--- src/core/xlcd_defines.vh ---
`ifndef XLCD_DEFINES_VH
`define XLCD_DEFINES_VH

// ==========================================================
// Configuration word layout, crystal-loop fields
// ==========================================================
`define XLCD_CFG_W          64
`define XLCD_FINE_BIT       61
`define XLCD_CT_HI          59
`define XLCD_CT_LO          56
`define XLCD_PD_BIT         55
`define XLCD_SWAP_BIT       54
`define XLCD_CP_HI          53
`define XLCD_CP_LO          52
`define XLCD_ROM_HI         51
`define XLCD_ROM_LO         49

// Held field vector: {fine, ct[3:0], pd, swap, cp[1:0], rom[2:0]}
`define XLCD_FLD_W          12
`define XLCD_FLD_RESET      12'h047

// Positions of each field inside the held vector
`define XLCD_F_FINE         11
`define XLCD_F_CT_HI        10
`define XLCD_F_CT_LO        7
`define XLCD_F_PD           6
`define XLCD_F_SWAP         5
`define XLCD_F_CP_HI        4
`define XLCD_F_CP_LO        3
`define XLCD_F_ROM_HI       2
`define XLCD_F_ROM_LO       0

// Reset values of the coarse-tune code and its one-hot select
`define XLCD_CT_RESET       4'h0
`define XLCD_SEL_RESET      16'h0001

// ==========================================================
// Charge-pump current codes and values in nanoamps
// ==========================================================
`define XLCD_CP_W           2
`define XLCD_CUR_W          15
`define XLCD_CP_1U5         2'h0
`define XLCD_CP_5U          2'h1
`define XLCD_CP_8U          2'h2
`define XLCD_CUR_1U5        15'h05dc
`define XLCD_CUR_5U         15'h1388
`define XLCD_CUR_8U         15'h1f40
`define XLCD_CUR_24U        15'h5dc0

// ==========================================================
// Divider ROM codes and VCXO divide ratios
// ==========================================================
`define XLCD_ROM_W          3
`define XLCD_DIV_W          12
`define XLCD_ROM_BYPASS     3'h0
`define XLCD_ROM_24M576     3'h1
`define XLCD_ROM_25M248     3'h2
`define XLCD_ROM_19M44      3'h3
`define XLCD_ROM_20M        3'h4
`define XLCD_ROM_32M        3'h5
`define XLCD_ROM_27M        3'h6
`define XLCD_ROM_OSC_OFF    3'h7
`define XLCD_DIV_1          12'h001
`define XLCD_DIV_3072       12'hc00
`define XLCD_DIV_3156       12'hc54
`define XLCD_DIV_2430       12'h97e
`define XLCD_DIV_2500       12'h9c4
`define XLCD_DIV_4000       12'hfa0
`define XLCD_DIV_3375       12'hd2f
`define XLCD_DIV_NONE       12'h000

// ==========================================================
// Coarse-tune capacitance in hundredths of a picofarad
// ==========================================================
`define XLCD_CT_W           4
`define XLCD_CT_STEPS       16
`define XLCD_CAP_W          12
`define XLCD_CAP_0          12'h3e8
`define XLCD_CAP_1          12'h43c
`define XLCD_CAP_2          12'h491
`define XLCD_CAP_3          12'h4e5
`define XLCD_CAP_4          12'h53a
`define XLCD_CAP_5          12'h58e
`define XLCD_CAP_6          12'h5e2
`define XLCD_CAP_7          12'h637
`define XLCD_CAP_8          12'h68b
`define XLCD_CAP_9          12'h6df
`define XLCD_CAP_10         12'h733
`define XLCD_CAP_11         12'h788
`define XLCD_CAP_12         12'h7dd
`define XLCD_CAP_13         12'h831
`define XLCD_CAP_14         12'h885
`define XLCD_CAP_15         12'h8da

`endif

--- src/core/xlcd_cap_decode.v ---
`include "xlcd_defines.vh"

module xlcd_cap_decode #(
    parameter STEPS = `XLCD_CT_STEPS
) (
    input  wire [`XLCD_CT_W-1:0]  code,
    output reg  [`XLCD_CAP_W-1:0] cap_value,
    output wire [STEPS-1:0]       cap_select
);

    // ======================================================
    // Load capacitance step table
    // ======================================================
    // Value only for reporting; the analog bank uses cap_select
    always @* begin
        case (code)
            4'h0:    cap_value = `XLCD_CAP_0;
            4'h1:    cap_value = `XLCD_CAP_1;
            4'h2:    cap_value = `XLCD_CAP_2;
            4'h3:    cap_value = `XLCD_CAP_3;
            4'h4:    cap_value = `XLCD_CAP_4;
            4'h5:    cap_value = `XLCD_CAP_5;
            4'h6:    cap_value = `XLCD_CAP_6;
            4'h7:    cap_value = `XLCD_CAP_7;
            4'h8:    cap_value = `XLCD_CAP_8;
            4'h9:    cap_value = `XLCD_CAP_9;
            4'ha:    cap_value = `XLCD_CAP_10;
            4'hb:    cap_value = `XLCD_CAP_11;
            4'hc:    cap_value = `XLCD_CAP_12;
            4'hd:    cap_value = `XLCD_CAP_13;
            4'he:    cap_value = `XLCD_CAP_14;
            default: cap_value = `XLCD_CAP_15;
        endcase
    end

    // ======================================================
    // One-hot step select, one line per capacitor step
    // ======================================================
    genvar i;
    generate
        for (i = 0; i < STEPS; i = i + 1) begin : g_step
            assign cap_select[i] = ({{(32-`XLCD_CT_W){1'b0}}, code} == i);
        end
    endgenerate

endmodule

--- src/core/xlcd_top.v ---
// Contract
// - Bits 53:52 pick pump current 1.5, 5, 8 or 24 uA.
// - Bits 51:49 are divider ROM select, also oscillator power-down code.
// - ROM codes 0 to 6 give ratios 1,3072,3156,2430,2500,4000,3375.
// - ROM code 111 powers the oscillator down; no divide ratio applies.
// - Bit 61 set enables fine tuning; clear keeps it inactive.
// - Bit 54 set inverts tune polarity; host picks it per VCXO type.
// - Bits 59:56 pick one of sixteen load capacitance steps, rising.
// - Coarse tuning acts only through the programmable load capacitance.
`include "xlcd_defines.vh"

module xlcd_top #(
    parameter CFG_W = `XLCD_CFG_W
) (
    input  wire                     ref_clk,
    input  wire                     rst,
    input  wire [CFG_W-1:0]         cfg_word,
    input  wire                     cfg_load,
    output reg  [`XLCD_FLD_W-1:0]   xtal_fields_q,
    output reg  [`XLCD_CP_W-1:0]    xtal_loop_pump_current_q,
    output reg  [`XLCD_CUR_W-1:0]   pump_current_na_q,
    output reg  [`XLCD_ROM_W-1:0]   xtal_loop_divider_select_q,
    output reg  [`XLCD_DIV_W-1:0]   vcxo_divide_ratio_q,
    output reg                      divide_ratio_valid_q,
    output reg                      osc_powerdown_q,
    output reg                      xtal_fine_tune_enable_q,
    output reg                      xtal_tune_polarity_swap_q,
    output reg                      xtal_loop_powerdown_q,
    output reg                      xtal_loop_run_q,
    output reg  [`XLCD_CT_W-1:0]    xtal_coarse_tune_code_q,
    output reg  [`XLCD_CAP_W-1:0]   coarse_cap_value_q,
    output reg  [`XLCD_CT_STEPS-1:0] coarse_cap_select_q
);

    // ======================================================
    // Crystal-loop fields picked out of the incoming word
    // ======================================================
    // Bits outside these fields belong to other blocks and
    // are ignored here, whatever the host writes into them.
    wire                   ld_fine;
    wire [`XLCD_CT_W-1:0]  ld_ct;
    wire                   ld_pd;
    wire                   ld_swap;
    wire [`XLCD_CP_W-1:0]  ld_cp;
    wire [`XLCD_ROM_W-1:0] ld_rom;

    assign ld_fine = cfg_word[`XLCD_FINE_BIT];
    assign ld_ct   = cfg_word[`XLCD_CT_HI:`XLCD_CT_LO];
    assign ld_pd   = cfg_word[`XLCD_PD_BIT];
    assign ld_swap = cfg_word[`XLCD_SWAP_BIT];
    assign ld_cp   = cfg_word[`XLCD_CP_HI:`XLCD_CP_LO];
    assign ld_rom  = cfg_word[`XLCD_ROM_HI:`XLCD_ROM_LO];

    // ======================================================
    // Next field vector
    // ======================================================
    // The word comes from the serial front end on this clock,
    // so no synchroniser is needed; a load replaces all fields
    // at once, so a half-written setting never reaches the loop.
    wire [`XLCD_FLD_W-1:0] fields_d;
    wire [`XLCD_FLD_W-1:0] loaded;

    assign loaded = {ld_fine, ld_ct, ld_pd, ld_swap, ld_cp, ld_rom};
    assign fields_d = cfg_load ? loaded : xtal_fields_q;

    // ======================================================
    // Field split of the next value
    // ======================================================
    // Decodes read the next value, not the held one, so a load
    // and its decode land in the same cycle.
    wire                   fine_d;
    wire [`XLCD_CT_W-1:0]  ct_d;
    wire                   pd_d;
    wire                   swap_d;
    wire [`XLCD_CP_W-1:0]  cp_d;
    wire [`XLCD_ROM_W-1:0] rom_d;

    assign fine_d = fields_d[`XLCD_F_FINE];
    assign ct_d   = fields_d[`XLCD_F_CT_HI:`XLCD_F_CT_LO];
    assign pd_d   = fields_d[`XLCD_F_PD];
    assign swap_d = fields_d[`XLCD_F_SWAP];
    assign cp_d   = fields_d[`XLCD_F_CP_HI:`XLCD_F_CP_LO];
    assign rom_d  = fields_d[`XLCD_F_ROM_HI:`XLCD_F_ROM_LO];

    // ======================================================
    // Charge-pump current decode
    // ======================================================
    reg [`XLCD_CUR_W-1:0] cur_d;

    always @* begin
        case (cp_d)
            `XLCD_CP_1U5: cur_d = `XLCD_CUR_1U5;
            `XLCD_CP_5U:  cur_d = `XLCD_CUR_5U;
            `XLCD_CP_8U:  cur_d = `XLCD_CUR_8U;
            default:      cur_d = `XLCD_CUR_24U;
        endcase
    end

    // ======================================================
    // Divider ROM decode
    // ======================================================
    // The all-ones code is a power-down request, not a ratio,
    // so the ratio reads zero and the valid flag drops.
    reg [`XLCD_DIV_W-1:0] div_d;
    wire                  osc_off_d;

    assign osc_off_d = (rom_d == `XLCD_ROM_OSC_OFF);

    always @* begin
        case (rom_d)
            `XLCD_ROM_BYPASS:  div_d = `XLCD_DIV_1;
            `XLCD_ROM_24M576:  div_d = `XLCD_DIV_3072;
            `XLCD_ROM_25M248:  div_d = `XLCD_DIV_3156;
            `XLCD_ROM_19M44:   div_d = `XLCD_DIV_2430;
            `XLCD_ROM_20M:     div_d = `XLCD_DIV_2500;
            `XLCD_ROM_32M:     div_d = `XLCD_DIV_4000;
            `XLCD_ROM_27M:     div_d = `XLCD_DIV_3375;
            default:           div_d = `XLCD_DIV_NONE;
        endcase
    end

    // ======================================================
    // Coarse-tune capacitance decode
    // ======================================================
    // Coarse tuning has no other path than this capacitor bank
    wire [`XLCD_CAP_W-1:0]   cap_d;
    wire [`XLCD_CT_STEPS-1:0] sel_d;

    xlcd_cap_decode #(
        .STEPS      (`XLCD_CT_STEPS)
    ) u_cap (
        .code       (ct_d),
        .cap_value  (cap_d),
        .cap_select (sel_d)
    );

    // ======================================================
    // Held field vector
    // ======================================================
    // Reset leaves the loop and the oscillator powered down, so
    // an unconfigured part draws as little as it can.
    always @(posedge ref_clk or posedge rst) begin
        if (rst) begin
            xtal_fields_q <= `XLCD_FLD_RESET;
        end else begin
            xtal_fields_q <= fields_d;
        end
    end

    // ======================================================
    // Registered charge-pump controls
    // ======================================================
    // All groups below take their next value from fields_d, so
    // fields and decodes move on the same edge and the analog
    // loop never sees a mix of old and new settings.
    always @(posedge ref_clk or posedge rst) begin
        if (rst) begin
            xtal_loop_pump_current_q <= `XLCD_CP_1U5;
            pump_current_na_q        <= `XLCD_CUR_1U5;
        end else begin
            xtal_loop_pump_current_q <= cp_d;
            pump_current_na_q        <= cur_d;
        end
    end

    // ======================================================
    // Registered divider and oscillator controls
    // ======================================================
    // Valid and power-down are two flops rather than one and an
    // inverter, so both stay straight flip-flop outputs.
    always @(posedge ref_clk or posedge rst) begin
        if (rst) begin
            xtal_loop_divider_select_q <= `XLCD_ROM_OSC_OFF;
            vcxo_divide_ratio_q        <= `XLCD_DIV_NONE;
            divide_ratio_valid_q       <= 1'b0;
            osc_powerdown_q            <= 1'b1;
        end else begin
            xtal_loop_divider_select_q <= rom_d;
            vcxo_divide_ratio_q        <= div_d;
            divide_ratio_valid_q       <= ~osc_off_d;
            osc_powerdown_q            <= osc_off_d;
        end
    end

    // ======================================================
    // Registered tune and loop power controls
    // ======================================================
    // Fine tune is not gated by loop power-down; a user who
    // powers the loop down should clear it as well.
    always @(posedge ref_clk or posedge rst) begin
        if (rst) begin
            xtal_fine_tune_enable_q   <= 1'b0;
            xtal_tune_polarity_swap_q <= 1'b0;
            xtal_loop_powerdown_q     <= 1'b1;
            xtal_loop_run_q           <= 1'b0;
        end else begin
            xtal_fine_tune_enable_q   <= fine_d;
            xtal_tune_polarity_swap_q <= swap_d;
            xtal_loop_powerdown_q     <= pd_d;
            xtal_loop_run_q           <= ~pd_d;
        end
    end

    // ======================================================
    // Registered coarse-tune controls
    // ======================================================
    // Code, value and one-hot select share one edge, so the
    // reported value always matches the switched step.
    always @(posedge ref_clk or posedge rst) begin
        if (rst) begin
            xtal_coarse_tune_code_q <= `XLCD_CT_RESET;
            coarse_cap_value_q      <= `XLCD_CAP_0;
            coarse_cap_select_q     <= `XLCD_SEL_RESET;
        end else begin
            xtal_coarse_tune_code_q <= ct_d;
            coarse_cap_value_q      <= cap_d;
            coarse_cap_select_q     <= sel_d;
        end
    end

endmodule

--- config.mk ---
export PLATFORM = sky130hd
export DESIGN_NAME = xlcd_top
export DESIGN_NICKNAME = d
export VERILOG_FILES = /design/src/core/xlcd_cap_decode.v /design/src/core/xlcd_top.v
export VERILOG_INCLUDE_DIRS = /design/src /design/src/core
export SDC_FILE = /design/constraint.sdc
export NUM_CORES = 1
export LEC_CHECK = 0
export ABC_AREA = 0
export ABC_CLOCK_PERIOD_IN_PS = 2350
export BUFFER_PORTS_ARGS = -buffer_cell sky130_fd_sc_hd__buf_2
export CAP_MARGIN = 20
export CORE_ASPECT_RATIO = 0.7
export CORE_MARGIN = 4
export CORE_UTILIZATION = 35
export CTS_CLUSTER_DIAMETER = 120
export DETAILED_ROUTE_END_ITERATION = 16
export GPL_ROUTABILITY_DRIVEN = 0
export PLACE_DENSITY = 0.67
export SYNTH_ARGS = -nofsm -noshare
export SYNTH_HDL_FRONTEND = slang
export SYNTH_SLANG_ARGS = --single-unit
--- constraint.sdc ---
create_clock -name ref_clk -period 2.35 [get_ports ref_clk]
set_clock_uncertainty 0.1 [all_clocks]
set_input_delay 0.1175 -clock ref_clk [delete_from_list [all_inputs] [get_ports ref_clk]]
set_output_delay 0.1175 -clock ref_clk [all_outputs]
set_load 0.05 [all_outputs]
==> key figures, run 1 <==
Floorplan
  – I/O pin count: around 150
  – Core area: about 0.007 mm²
  – Die Span X: between 100 and 150 µm
  – Die Area: 0.00861 mm²
  – Initial Utilization: 36.6%
  – Die Height: ~79 µm
  – Num rows: 25

Routing
  – Wl on met1: 2390 µm
  – Met3 WL: 519 µm
  – Total wire length: about 5400 µm
  – DRC marker count from the first detailed-route iteration: 76
  – DR WL/cell: between 10 and 15 µm
  – DR vias/cell: ~4.3
  – Met2 routed WL: between 2000 and 2500 µm
  – Post-route DRC violation count: 0
  – Initial DRT Pass Iterations: 4
  – DR vias: 1645
  – Highest routed layer: met4
  – Number of routed nets with antenna violations: 0

CTS
  – Clk_lat worst skew: about 0.33 ns
  – Clk buf depth: 2
  – Cts repair resizes: 0
  – Clk pin slew, worst setup/hold paths: 0.06 ns
  – TritonCTS Buffers: 9
  – Hold-fix buffers, CTS: 6
  – Root Buffer: clkbuf_8
  – Setup repair bufs after CTS: 0
  – H-tree depth: 3
  – CTS tree: built
  – CTS sink count: 61

Global routing
  – Initial antenna violation count: 0
  – Largest net degree at the start of global routing: 33
  – First-pass GRT wire length: 8550 µm
  – Gr usage total: a little over an eighth
  – Remaining global-route overflow: 0
  – Vias in the first global route: approximately 1700

Synthesis
  – Simple-gate share of the synthesized area: under 10%
  – Yosys warns: 0
  – Seq/Total Area, Yosys: around three fifths
  – Xor and xnor area share after synthesis: 1.05%
  – Mux cell area share after synthesis: between 8 and 9%
  – Mapped Cells: ~190
  – Top post-synthesis cells by area: dfrtp_1 45%, dfstp_2 17%, buf_4 6.6%
  – Post-synthesis compound-gate area fraction: under 10%
  – Largest family of logic cells by synthesized area: buffers and inverters
  – Yosys top cell area share: roughly 45%
  – Netlist cell types: 34
  – Syn avg cell area: around 13 µm²
  – Area leader, netlist: dfrtp_1
  – Main synth FF type: dfrtp_1
  – EDFF count, synth: 0
  – Post-synthesis adder-cell area fraction: around 6%
  – Asr flop ratio synth: between 90% and 100%
  – Synthesized flop and latch total: 61
  – Post-Syn Area: 0.00251 mm²

Pwr
  – P_int: 1880 µW
  – Seq pwr share: about 40%
  – Combinational fraction of design power: 32.5%
  – Clk pwr share: between 20% and 30%
  – Net Switching: 1200 µW
  – Leak pwr: approximately 0.0017 µW
  – Power density over cell area: ~970 mW/mm²
  – VDD IR max: between 300 and 400 µV
  – Sw frac: roughly two fifths
  – Total power: 3090 µW

STA
  – Setup_tns: 0 ns
  – FMAX: approximately 0.57 GHz
  – Max-slew headroom: approximately three fifths
  – Setup violators final: 0
  – RSZ-0062 raised after global routing: no
  – Slew @ Worst Pin: slightly above 0.6 ns
  – Final Max Slew Viols: 0
  – Hold Vio Cnt, Final: 0
  – Final Cycle Share: around 75%
  – Clock period minus worst slack: between 1.5 and 2 ns

Critical path
  – Kind of critical path: flop to flop
  – CP Launch Type: flop
  – Kind of end point of the critical path: flop
  – CP Max Fanout: 9
  – Worst path arrival time: between 1.5 and 2 ns
  – Critical path required time: approximately 2.5 ns

Run status
  – Result of the run: completed

Flow run
  – Maxcap violations: 0

Finish
  – Layout cell share with drive strength beyond 1: about 47%
  – Area growth, synth to finish: 27.0%
  – Filler cell count: slightly above 600
  – Ant. Diodes: 0
  – Final net count: approximately 360

Place
  – Hpwl dp: roughly 3800 µm
  – Port Buf Inserts: slightly above 90

Hold path
  – Hold WC Path Type: primary input to flop
## stage by stage
step / instances / worst slack (ns) / cell area (µm²) / utilization, % / hold WS (ns)
6_report: 381 / 0.593 / 3190 / 46.5 / 0.0498
4_1_cts: 381 / 0.581 / 3190 / 46.5 / 0.0347
5_1_grt: 381 / 0.482 / 3190 / 46.5 / 0.0606
3_3_place_gp: 359 / 0.533 / 2950 / 43.0 / 0.139
3_5_place_dp: 359 / 0.532 / 2950 / 43.0 / 0.138
2_1_floorplan: 196 / 0.331 / 2520 / - / 0.0761
## worst paths after layout
| check | startpoint | endpoint | slack, ns | cells past startpoint |
|---|---|---|---|---|
| worst max-delay path | xtal_coarse_tune_code_q[1]$_DFF_PP0_ | coarse_cap_value_q[5]$_DFF_PP1_ | 0.59 | 5 |
| worst min-delay path | cfg_word[56] | xtal_coarse_tune_code_q[0]$_DFF_PP0_ | 0.05 | 3 |
| worst max register to register | xtal_coarse_tune_code_q[1]$_DFF_PP0_ | coarse_cap_value_q[5]$_DFF_PP1_ | 0.59 | 5 |
| worst min register to register | xtal_fields_q[4]$_DFF_PP0_ | pump_current_na_q[3]$_DFF_PP1_ | 0.42 | 1 |
| max in group asynchronous | rst | xtal_fields_q[6]$_DFF_PP1_ | 1.17 | 4 |
| min in group asynchronous | rst | xtal_fields_q[5]$_DFFE_PP0P_ | 0.33 | 3 |
## state kept, by name (all words and copies together), names as in the netlist
register / flops
coarse_cap_value_q: 12
osc_powerdown_q: 1
xtal_fields_q: 6
coarse_cap_select_q: 16
divide_ratio_valid_q: 1
xtal_loop_run_q: 1
xtal_coarse_tune_code_q: 3
vcxo_divide_ratio_q: 11
xtal_loop_pump_current_q: 1
pump_current_na_q: 7
xtal_loop_divider_select_q: 2
## worst max-delay path: stages (launching register included)
cell and delay, ns:
dfrtp_1 0.39, mux2_2 0.35, inv_1 0.14, ha_1 0.18, inv_1 0.05, mux4_2 0.46
## power by group through the flow
stage,Combinational (µW),Sequential [µW],Clock [µW]
after CTS,1010,1240,867
after global routing,1060,1260,929
after detailed placement,1000,1260,0
final,1000,1240,840
after floorplan,382,1700,0
after global placement,997,1260,0
## cell families (layout without fill, tap and decap cells)
family / after synthesis / in the layout
AO/OA/AOI/OAI: 16 / 16
AND/OR/NAND/NOR: 34 / 34
multiplexers: 18 / 18
flip-flops: 61 / 61
XOR/XNOR: 3 / 3
adder cells (fa/ha/maj): 12 / 12
other: 2 / 5
buffers and inverters: 47 / 138
## routing by layer
| metal | track usage [%] | vias to the layer above |
|---|---|---|
| met5 | 0 | - |
| met4 | 5.23 | 0 |
| met3 | 5.12 | 5 |
| met2 | 21.4 | 82 |
| met1 | 16.5 | 775 |
| li1 | - | 783 |
## cell type report
type | count | area (µm²) | share of cell area [%]
repair buffers | 101 | 558 | 17.5
clock inverters | 1 | 5.00 | 0.157
multi-input cells | 88 | 703 | 22.1
well taps | 94 | 118 | 3.69
flip-flops and latches | 61 | 1550 | 48.5
inverters | 21 | 81.3 | 2.55
clock buffers | 15 | 176 | 5.53
## cells in the mapped netlist, types with 2 or more instances
cell / n
xnor2_1: 3
buf_4: 22
mux2i_1: 11
o21ai_0: 4
inv_1: 19
o221ai_1: 2
nor2b_1: 3
nor3_1: 5
nand2_1: 6
nor2_1: 8
dfstp_2: 16
mux2i_4: 2
a21oi_1: 3
and3_1: 8
nand3_1: 3
conb_1: 2
ha_1: 12
mux2_2: 3
buf_2: 2
dfrtp_1: 45
## layout by cell type (no fill, tap or decap), drive strengths merged, types with 4 or more instances in the layout
master and n:
buf 95, nor3 5, clkbuf 15, dfstp 16, o21ai 4, and3 9
conb 5, mux2i 14, nand2 6, dlygate4sd3 6, ha 12, dfrtp 45
nor2 8, inv 21
No activity file was read; power rests on OpenSTA's default activity.
==> run 2: changes to the inputs <==
--- a/config.mk
+++ b/config.mk
@@ -7,7 +7,7 @@
 export NUM_CORES = 1
 export LEC_CHECK = 0
 export ABC_AREA = 0
-export ABC_CLOCK_PERIOD_IN_PS = 2350
+export ABC_CLOCK_PERIOD_IN_PS = 1700
 export BUFFER_PORTS_ARGS = -buffer_cell sky130_fd_sc_hd__buf_2
 export CAP_MARGIN = 20
 export CORE_ASPECT_RATIO = 0.7
==> constraint.sdc (replaced) <==
create_clock -name ref_clk -period 1.7 [get_ports ref_clk]
set_clock_uncertainty 0.1 [all_clocks]
set_input_delay 0.085 -clock ref_clk [delete_from_list [all_inputs] [get_ports ref_clk]]
set_output_delay 0.085 -clock ref_clk [all_outputs]
set_load 0.05 [all_outputs]
==> key figures, run 2 (synthesis gave the netlist of run 1 again) <==
Hold path
  – Hold WC Path Type: primary input to flop (unchanged)
  – Hold EP: xtal_loop_pump_current_q[0]$_DFF_PP0_ (was xtal_coarse_tune_code_q[0]$_DFF_PP0_)
  – Hold Crit Start: cfg_word[52] (was cfg_word[56])
  – Hold path depth: 3 (unchanged)

Routing
  – Total wire length: 5330 µm (was 5430 µm)
  – DR vias/cell: 4.31 (was 4.32)
  – Number of routed nets with antenna violations: 0 (unchanged)
  – DR WL/cell: 13.6 µm (was 14.2 µm)
  – Initial DRT Pass Iterations: 4 (unchanged)
  – DRC marker count from the first detailed-route iteration: 67 (was 76)
  – Post-route DRC violation count: 0 (unchanged)
  – DR vias: 1691 (was 1645)

Global routing
  – Largest net degree at the start of global routing: 30 (was 33)
  – Vias in the first global route: 1623 (was 1730)
  – Initial antenna violation count: 0 (unchanged)
  – Remaining global-route overflow: 0 (unchanged)
  – First-pass GRT wire length: 8440 µm (was 8550 µm)
  – Gr usage total: 13.2% (was 13.4%)

Critical path
  – RR Endpoint: coarse_cap_value_q[5]$_DFF_PP1_ (unchanged)
  – R2r startpoint: xtal_coarse_tune_code_q[1]$_DFF_PP0_ (unchanged)
  – FF-to-FF path depth: 5 (unchanged)
  – Kind of critical path: flop to flop (unchanged)
  – Critical path required time: 1.86 ns (was 2.50 ns)
  – Worst path arrival time: 1.80 ns (was 1.90 ns)
  – CP Launch Type: flop (unchanged)
  – CP Max Fanout: 3 (was 9)
  – R2r setup slk: 0.06 ns (was 0.59 ns)
  – Kind of end point of the critical path: flop (unchanged)

CTS
  – Clk buf depth: 2 (unchanged)
  – Clk_lat worst skew: 0.34 ns (was 0.33 ns)
  – H-tree depth: 3 (unchanged)
  – CTS tree: built (unchanged)
  – Root Buffer: clkbuf_8 (unchanged)
  – Setup repair bufs after CTS: 0 (unchanged)
  – CTS sink count: 61 (unchanged)
  – Clk pin slew, worst setup/hold paths: 0.08 ns (was 0.06 ns)
  – TritonCTS Buffers: 9 (unchanged)

Finish
  – Max reg flops: 16 (unchanged)
  – Final net count: 372 (was 361)
  – Filler cell count: 646 (was 617)
  – Ant. Diodes: 0 (unchanged)
  – Biggest register: coarse_cap_select_q (unchanged)
  – Most frequent cells in the layout: 91 x buf_2, 43 x dfrtp_1, 17 x inv_1, 16 x dfstp_2, 12 x buf_4 (was 91 x buf_2, 45 x dfrtp_1, 18 x inv_1, 16 x dfstp_2)
  – Final cell count without fillers: 392 (was 381)
  – Top flop regs: coarse_cap_select_q (16), coarse_cap_value_q (12), vcxo_divide_ratio_q (11) (unchanged)
  – Layout cell share with drive strength beyond 1: 51.7% (was 47.4%)
  – Reg area: 0.00155 mm² (about the same)
  – Area growth, synth to finish: 32.8% (was 27.0%)
  – Most common cell after layout, fill and taps aside: buf_2 (unchanged)
  – Multi-input logic area: 724 µm² (was 703 µm²)

Floorplan
  – Initial Utilization: 36.6% (unchanged)
  – Die Area: 0.00861 mm² (unchanged)
  – Num rows: 25 (unchanged)
  – Die Span X: 109 µm (unchanged)
  – Die Height: 78.9 µm (unchanged)
  – Core area: 0.00685 mm² (unchanged)
  – I/O pin count: 149 (unchanged)

Pwr
  – VDD IR max: 715 µV (was 371 µV)
  – Leak pwr: 0.00175 µW (was 0.00169 µW)
  – Total power: 4470 µW (was 3090 µW)
  – Power density over cell area: 1340 mW/mm² (was 968 mW/mm²)

STA
  – Final Cycle Share: 96.7% (was 74.8%)
  – Final Max Slew Viols: 0 (unchanged)
  – RSZ-0062 raised after global routing: no (unchanged)
  – Hold Vio Cnt, Final: 0 (unchanged)
  – Max-slew headroom: 63.9% (was 58.4%)
  – Setup violators final: 0 (unchanged)
  – FMAX: 0.608 GHz (was 0.569 GHz)
  – Clock period minus worst slack: 1.64 ns (was 1.76 ns)
  – Setup WS post-layout: 0.0559 ns (was 0.593 ns)
  – Setup_tns: 0 ns (unchanged)
  – Slew @ Worst Pin: 0.541 ns (was 0.623 ns)

Place
  – Post-Place Cells: 368 (was 359)
  – Hpwl dp: 3890 µm (was 3840 µm)
  – Port Buf Inserts: 91 (unchanged)
  – DP Worst Slack: 0.0130 ns (was 0.532 ns)

Run status
  – Result of the run: completed (unchanged)

Flow run
  – Maxcap violations: 0 (unchanged)
[run 2: cell types whose count changed in the layout (fill, tap and decap cells not counted), moves of 2 or more]
cell / previous run / this run
buf_4: 3 / 12
clkbuf_1: 3 / 0
clkinvlp_4: 0 / 3
dfrtp_1: 45 / 43
dfrtp_2: 0 / 2
dlygate4sd3_1: 6 / 8
ha_1: 12 / 10
ha_2: 0 / 2
[run 2: metrics by stage]
stage	utilization, %	cell area, µm²	hold slack, ns
finish	48.6	3330	0.0201
detailed placement	44.3	3040	0.0697
global placement	44.3	3040	0.0626
CTS	48.6	3330	0.00787
global route	48.6	3330	0.0504
floorplan	-	2540	0.0436
[run 2: power breakdown]
| part | switching [µW] | internal, µW |
|---|---|---|
| Combinational | 1090 | 333 |
| Sequential | 62.6 | 1650 |
| Clock | 573 | 756 |
| Total | 1730 | 2740 |
[run 2: worst max-delay path by stage]
stage                                         startpoint                              end  slack [ns]  cells past startpoint
floorplan           xtal_coarse_tune_code_q[1]$_DFF_PP0_  coarse_cap_value_q[5]$_DFF_PP1_       -0.05                      5
global placement                                cfg_load  coarse_cap_value_q[6]$_DFF_PP1_        0.02                      6
detailed placement                              cfg_load  coarse_cap_value_q[6]$_DFF_PP1_        0.01                      6
CTS                 xtal_coarse_tune_code_q[1]$_DFF_PP0_  coarse_cap_value_q[5]$_DFF_PP1_        0.05                      5
global route        xtal_coarse_tune_code_q[1]$_DFF_PP0_  coarse_cap_value_q[5]$_DFF_PP1_       0.005                      5
finish              xtal_coarse_tune_code_q[1]$_DFF_PP0_  coarse_cap_value_q[5]$_DFF_PP1_        0.06                      5
[run 2: per-layer routing]
layer	vias up	track usage, %	part of all wire, %
li1	804	-	-
met1	818	18.4	47
met2	62	17.8	42
met3	7	6.74	9.1
met4	0	3.74	0.96
met5	-	0	0
[run 2: area by class of cell]
cell class / instances / share of cell area, %
well taps: 94 / 3.53
flip-flops and latches: 61 / 46.5
clock inverters: 5 / 1.76
multi-input cells: 88 / 21.7
clock buffers: 11 / 4.54
repair buffers: 112 / 19.4
inverters: 21 / 2.55
[run 2: timing repair]
item | CTS | global route
endpoints found under the hold margin | 23 | 0
setup endpoints to repair | 0 | 2
hold buffers | 8 | 0
resized for setup | 0 | 3
[run 2: critical path: stages, from the launching register on]
cell,delay (ns)
dfrtp_2,0.42
mux2_4,0.29
inv_1,0.11
ha_1,0.17
inv_1,0.04
mux4_2,0.44
==> run 3: changes to the inputs <==
--- a/config.mk
+++ b/config.mk
@@ -9,13 +9,14 @@
 export ABC_AREA = 0
 export ABC_CLOCK_PERIOD_IN_PS = 1700
 export BUFFER_PORTS_ARGS = -buffer_cell sky130_fd_sc_hd__buf_2
-export CAP_MARGIN = 20
+export CAP_MARGIN = 30
 export CORE_ASPECT_RATIO = 0.7
 export CORE_MARGIN = 4
 export CORE_UTILIZATION = 35
 export CTS_CLUSTER_DIAMETER = 120
 export DETAILED_ROUTE_END_ITERATION = 16
 export GPL_ROUTABILITY_DRIVEN = 0
+export GPL_TIMING_DRIVEN = 0
 export PLACE_DENSITY = 0.67
 export SYNTH_ARGS = -nofsm -noshare
 export SYNTH_HDL_FRONTEND = slang
==> key figures, run 3 (synthesis gave the netlist of run 1 again) <==
CTS
  – Clk pin slew, worst setup/hold paths: 0.07 ns (was 0.08 ns)
  – TritonCTS Buffers: 9 (unchanged)
  – CTS sink count: 61 (unchanged)
  – Root Buffer: clkbuf_8 (unchanged)
  – Clk_lat worst skew: 0.34 ns (about the same)
  – Clk buf depth: 2 (unchanged)
  – H-tree depth: 3 (unchanged)
  – CTS tree: built (unchanged)

Routing
  – Post-route DRC violation count: 0 (unchanged)
  – DR vias/cell: 4.25 (was 4.31)
  – DRC marker count from the first detailed-route iteration: 65 (was 67)
  – Initial DRT Pass Iterations: 4 (unchanged)
  – Number of routed nets with antenna violations: 0 (unchanged)
  – DR vias: 1751 (was 1691)
  – Total wire length: 5490 µm (was 5330 µm)
  – DR WL/cell: 13.3 µm (was 13.6 µm)

Place
  – DP Area: 0.00313 mm² (was 0.00304 mm²)
  – Port Buf Inserts: 90 (was 91)
  – Hpwl dp: 3920 µm (was 3890 µm)

STA
  – RSZ-0062 raised after global routing: no (unchanged)
  – Hold WS: 0.0310 ns (was 0.0201 ns)
  – Final Cycle Share: 95.9% (was 96.7%)
  – Clock period minus worst slack: 1.63 ns (was 1.64 ns)
  – Max-slew headroom: 59.4% (was 63.9%)
  – Slew @ Worst Pin: 0.608 ns (was 0.541 ns)
  – Final Max Slew Viols: 0 (unchanged)
  – FMAX: 0.613 GHz (was 0.608 GHz)
  – Hold Vio Cnt, Final: 0 (unchanged)
  – Setup violators final: 0 (unchanged)

Finish
  – Filler cell count: 637 (was 646)
  – Final Core Density: 51.3% (was 48.6%)
  – Most common cell after layout, fill and taps aside: buf_2 (unchanged)
  – Final net count: 392 (was 372)
  – Top flop regs: coarse_cap_select_q (16), coarse_cap_value_q (12), vcxo_divide_ratio_q (11) (unchanged)
  – Layout cell share with drive strength beyond 1: 55.7% (was 51.7%)
  – Biggest register: coarse_cap_select_q (unchanged)
  – Multi-input logic area: 732 µm² (was 724 µm²)
  – Most frequent cells in the layout: 92 x buf_2, 43 x dfrtp_1, 28 x buf_4, 16 x inv_1, 16 x dfstp_2 (was 91 x buf_2, 43 x dfrtp_1, 17 x inv_1, 16 x dfstp_2, 12 x buf_4)
  – Final instance area: 0.00351 mm² (was 0.00333 mm²)
  – Max reg flops: 16 (unchanged)
  – Reg area: 0.00155 mm² (unchanged)
  – Ant. Diodes: 0 (unchanged)
  – Area growth, synth to finish: 40.0% (was 32.8%)

Hold path
  – Hold EP: xtal_fields_q[2]$_DFF_PP1_ (was xtal_loop_pump_current_q[0]$_DFF_PP0_)
  – Hold WC Path Type: primary input to flop (unchanged)
  – Hold Crit Start: cfg_load (was cfg_word[52])
  – Hold path depth: 3 (unchanged)

Critical path
  – WP depth: 5 (unchanged)
  – Kind of end point of the critical path: flop (unchanged)
  – FF-to-FF path depth: 5 (unchanged)
  – CP peak stage delay: 0.44 ns (about the same)
  – CP cell instances: mux2_4, inv_4, ha_2, inv_1, mux4_2 (was mux2_4, inv_1, ha_1, inv_1, mux4_2)
  – RR Endpoint: coarse_cap_value_q[5]$_DFF_PP1_ (unchanged)
  – Top delay family on crit path: multiplexers (unchanged)
  – CP Max Fanout: 5 (was 3)
  – CP Launch Type: flop (unchanged)
  – Worst path arrival time: 1.79 ns (was 1.80 ns)
  – Kind of critical path: flop to flop (unchanged)
  – Slowest CP cell: mux4_2 (unchanged)
  – Critical path required time: 1.85 ns (was 1.86 ns)
  – R2r setup slk: 0.07 ns (was 0.06 ns)
  – R2r startpoint: xtal_coarse_tune_code_q[1]$_DFF_PP0_ (unchanged)
  – Buf+Inv Stages, Crit Path: 2 (unchanged)

Floorplan
  – Num rows: 25 (unchanged)
  – Die Area: 0.00861 mm² (unchanged)
  – Core area: 0.00685 mm² (unchanged)
  – Die Span X: 109 µm (unchanged)
  – Die Height: 78.9 µm (unchanged)
  – Initial Utilization: 36.6% (unchanged)
  – I/O pin count: 149 (unchanged)

Pwr
  – Leak pwr: 0.00184 µW (was 0.00175 µW)
  – VDD IR max: 656 µV (was 715 µV)
  – Power density over cell area: 1320 mW/mm² (was 1340 mW/mm²)

Run status
  – Result of the run: completed (unchanged)

Flow run
  – Maxcap violations: 0 (unchanged)

Global routing
  – Initial antenna violation count: 0 (unchanged)
  – Vias in the first global route: 1691 (was 1623)
  – Largest net degree at the start of global routing: 36 (was 30)
  – Gr usage total: 13.2% (about the same)
  – First-pass GRT wire length: 8530 µm (was 8440 µm)
  – Remaining global-route overflow: 0 (unchanged)
[run 3: cell types whose count changed in the layout (fill, tap and decap cells not counted), sizes merged]
cell and change:
inv +2, clkbuf -1, buf +19, clkinv -1
bufinv +1
[run 3: worst max-delay path by stage]
stage | start | end | slack [ns]
final | xtal_coarse_tune_code_q[1]$_DFF_PP0_ | coarse_cap_value_q[5]$_DFF_PP1_ | 0.07
after global routing | xtal_coarse_tune_code_q[1]$_DFF_PP0_ | coarse_cap_value_q[5]$_DFF_PP1_ | 0.009
after CTS | xtal_coarse_tune_code_q[1]$_DFF_PP0_ | coarse_cap_value_q[5]$_DFF_PP1_ | 0.03
after detailed placement | cfg_load | coarse_cap_value_q[6]$_DFF_PP1_ | -0.24
after global placement | cfg_load | coarse_cap_value_q[6]$_DFF_PP1_ | -0.23
after floorplan | xtal_coarse_tune_code_q[1]$_DFF_PP0_ | coarse_cap_value_q[5]$_DFF_PP1_ | -0.05
[run 3: worst reg2reg max path, cell delays in order (launching register included)]
cell,delay [ns]
dfrtp_2,0.42
mux2_4,0.32
inv_4,0.07
ha_2,0.17
inv_1,0.04
mux4_2,0.44
[run 3: repair_timing]
action / CTS / global route
hold buffers: 8 / 0
gates resized for setup: 0 / 7
pin swaps: 0 / 0
buffers inserted: 5 / 2
setup endpoints to repair: 2 / 6
hold endpoints to repair: 23 / 0
[run 3: power breakdown]
| part | total, µW | internal (µW) | switching, µW |
|---|---|---|---|
| registers | 1720 | 1650 | 63.3 |
| clock network | 1430 | 832 | 601 |
| logic | 1500 | 391 | 1110 |
| total | 4650 | 2870 | 1770 |
[run 3: per-layer routing]
metal | GRT usage, % | routed length, µm | vias to the layer above
met1 | 17.5 | 2540 | 835
met4 | 3.36 | 53 | 0
met2 | 19.6 | 2380 | 64
met3 | 6.42 | 517 | 6
met5 | 0 | 0 | -
li1 | - | - | 846
[run 3: stage by stage]
| step | setup TNS [ns] | setup WS, ns | cells | total power (µW) |
|---|---|---|---|---|
| CTS | 0 | 0.0346 | 410 | 4680 |
| global route | 0 | 0.00873 | 412 | 4860 |
| finish | 0 | 0.0691 | 412 | 4650 |
| floorplan | -0.0769 | -0.0547 | 196 | 2880 |
| global placement | -0.720 | -0.226 | 380 | 3180 |
| detailed placement | -0.745 | -0.235 | 381 | 3200 |
[run 3: layout make-up]
cell class              instances  share of cell area (%)
flip-flops and latches         61                    44.1
multi-input cells              88                    20.8
repair buffers                106                    17.5
plain buffers                  26                    5.41
clock buffers                   9                    3.53
well taps                      94                    3.35
clock inverters                 7                    2.78
inverters                      21                    2.49
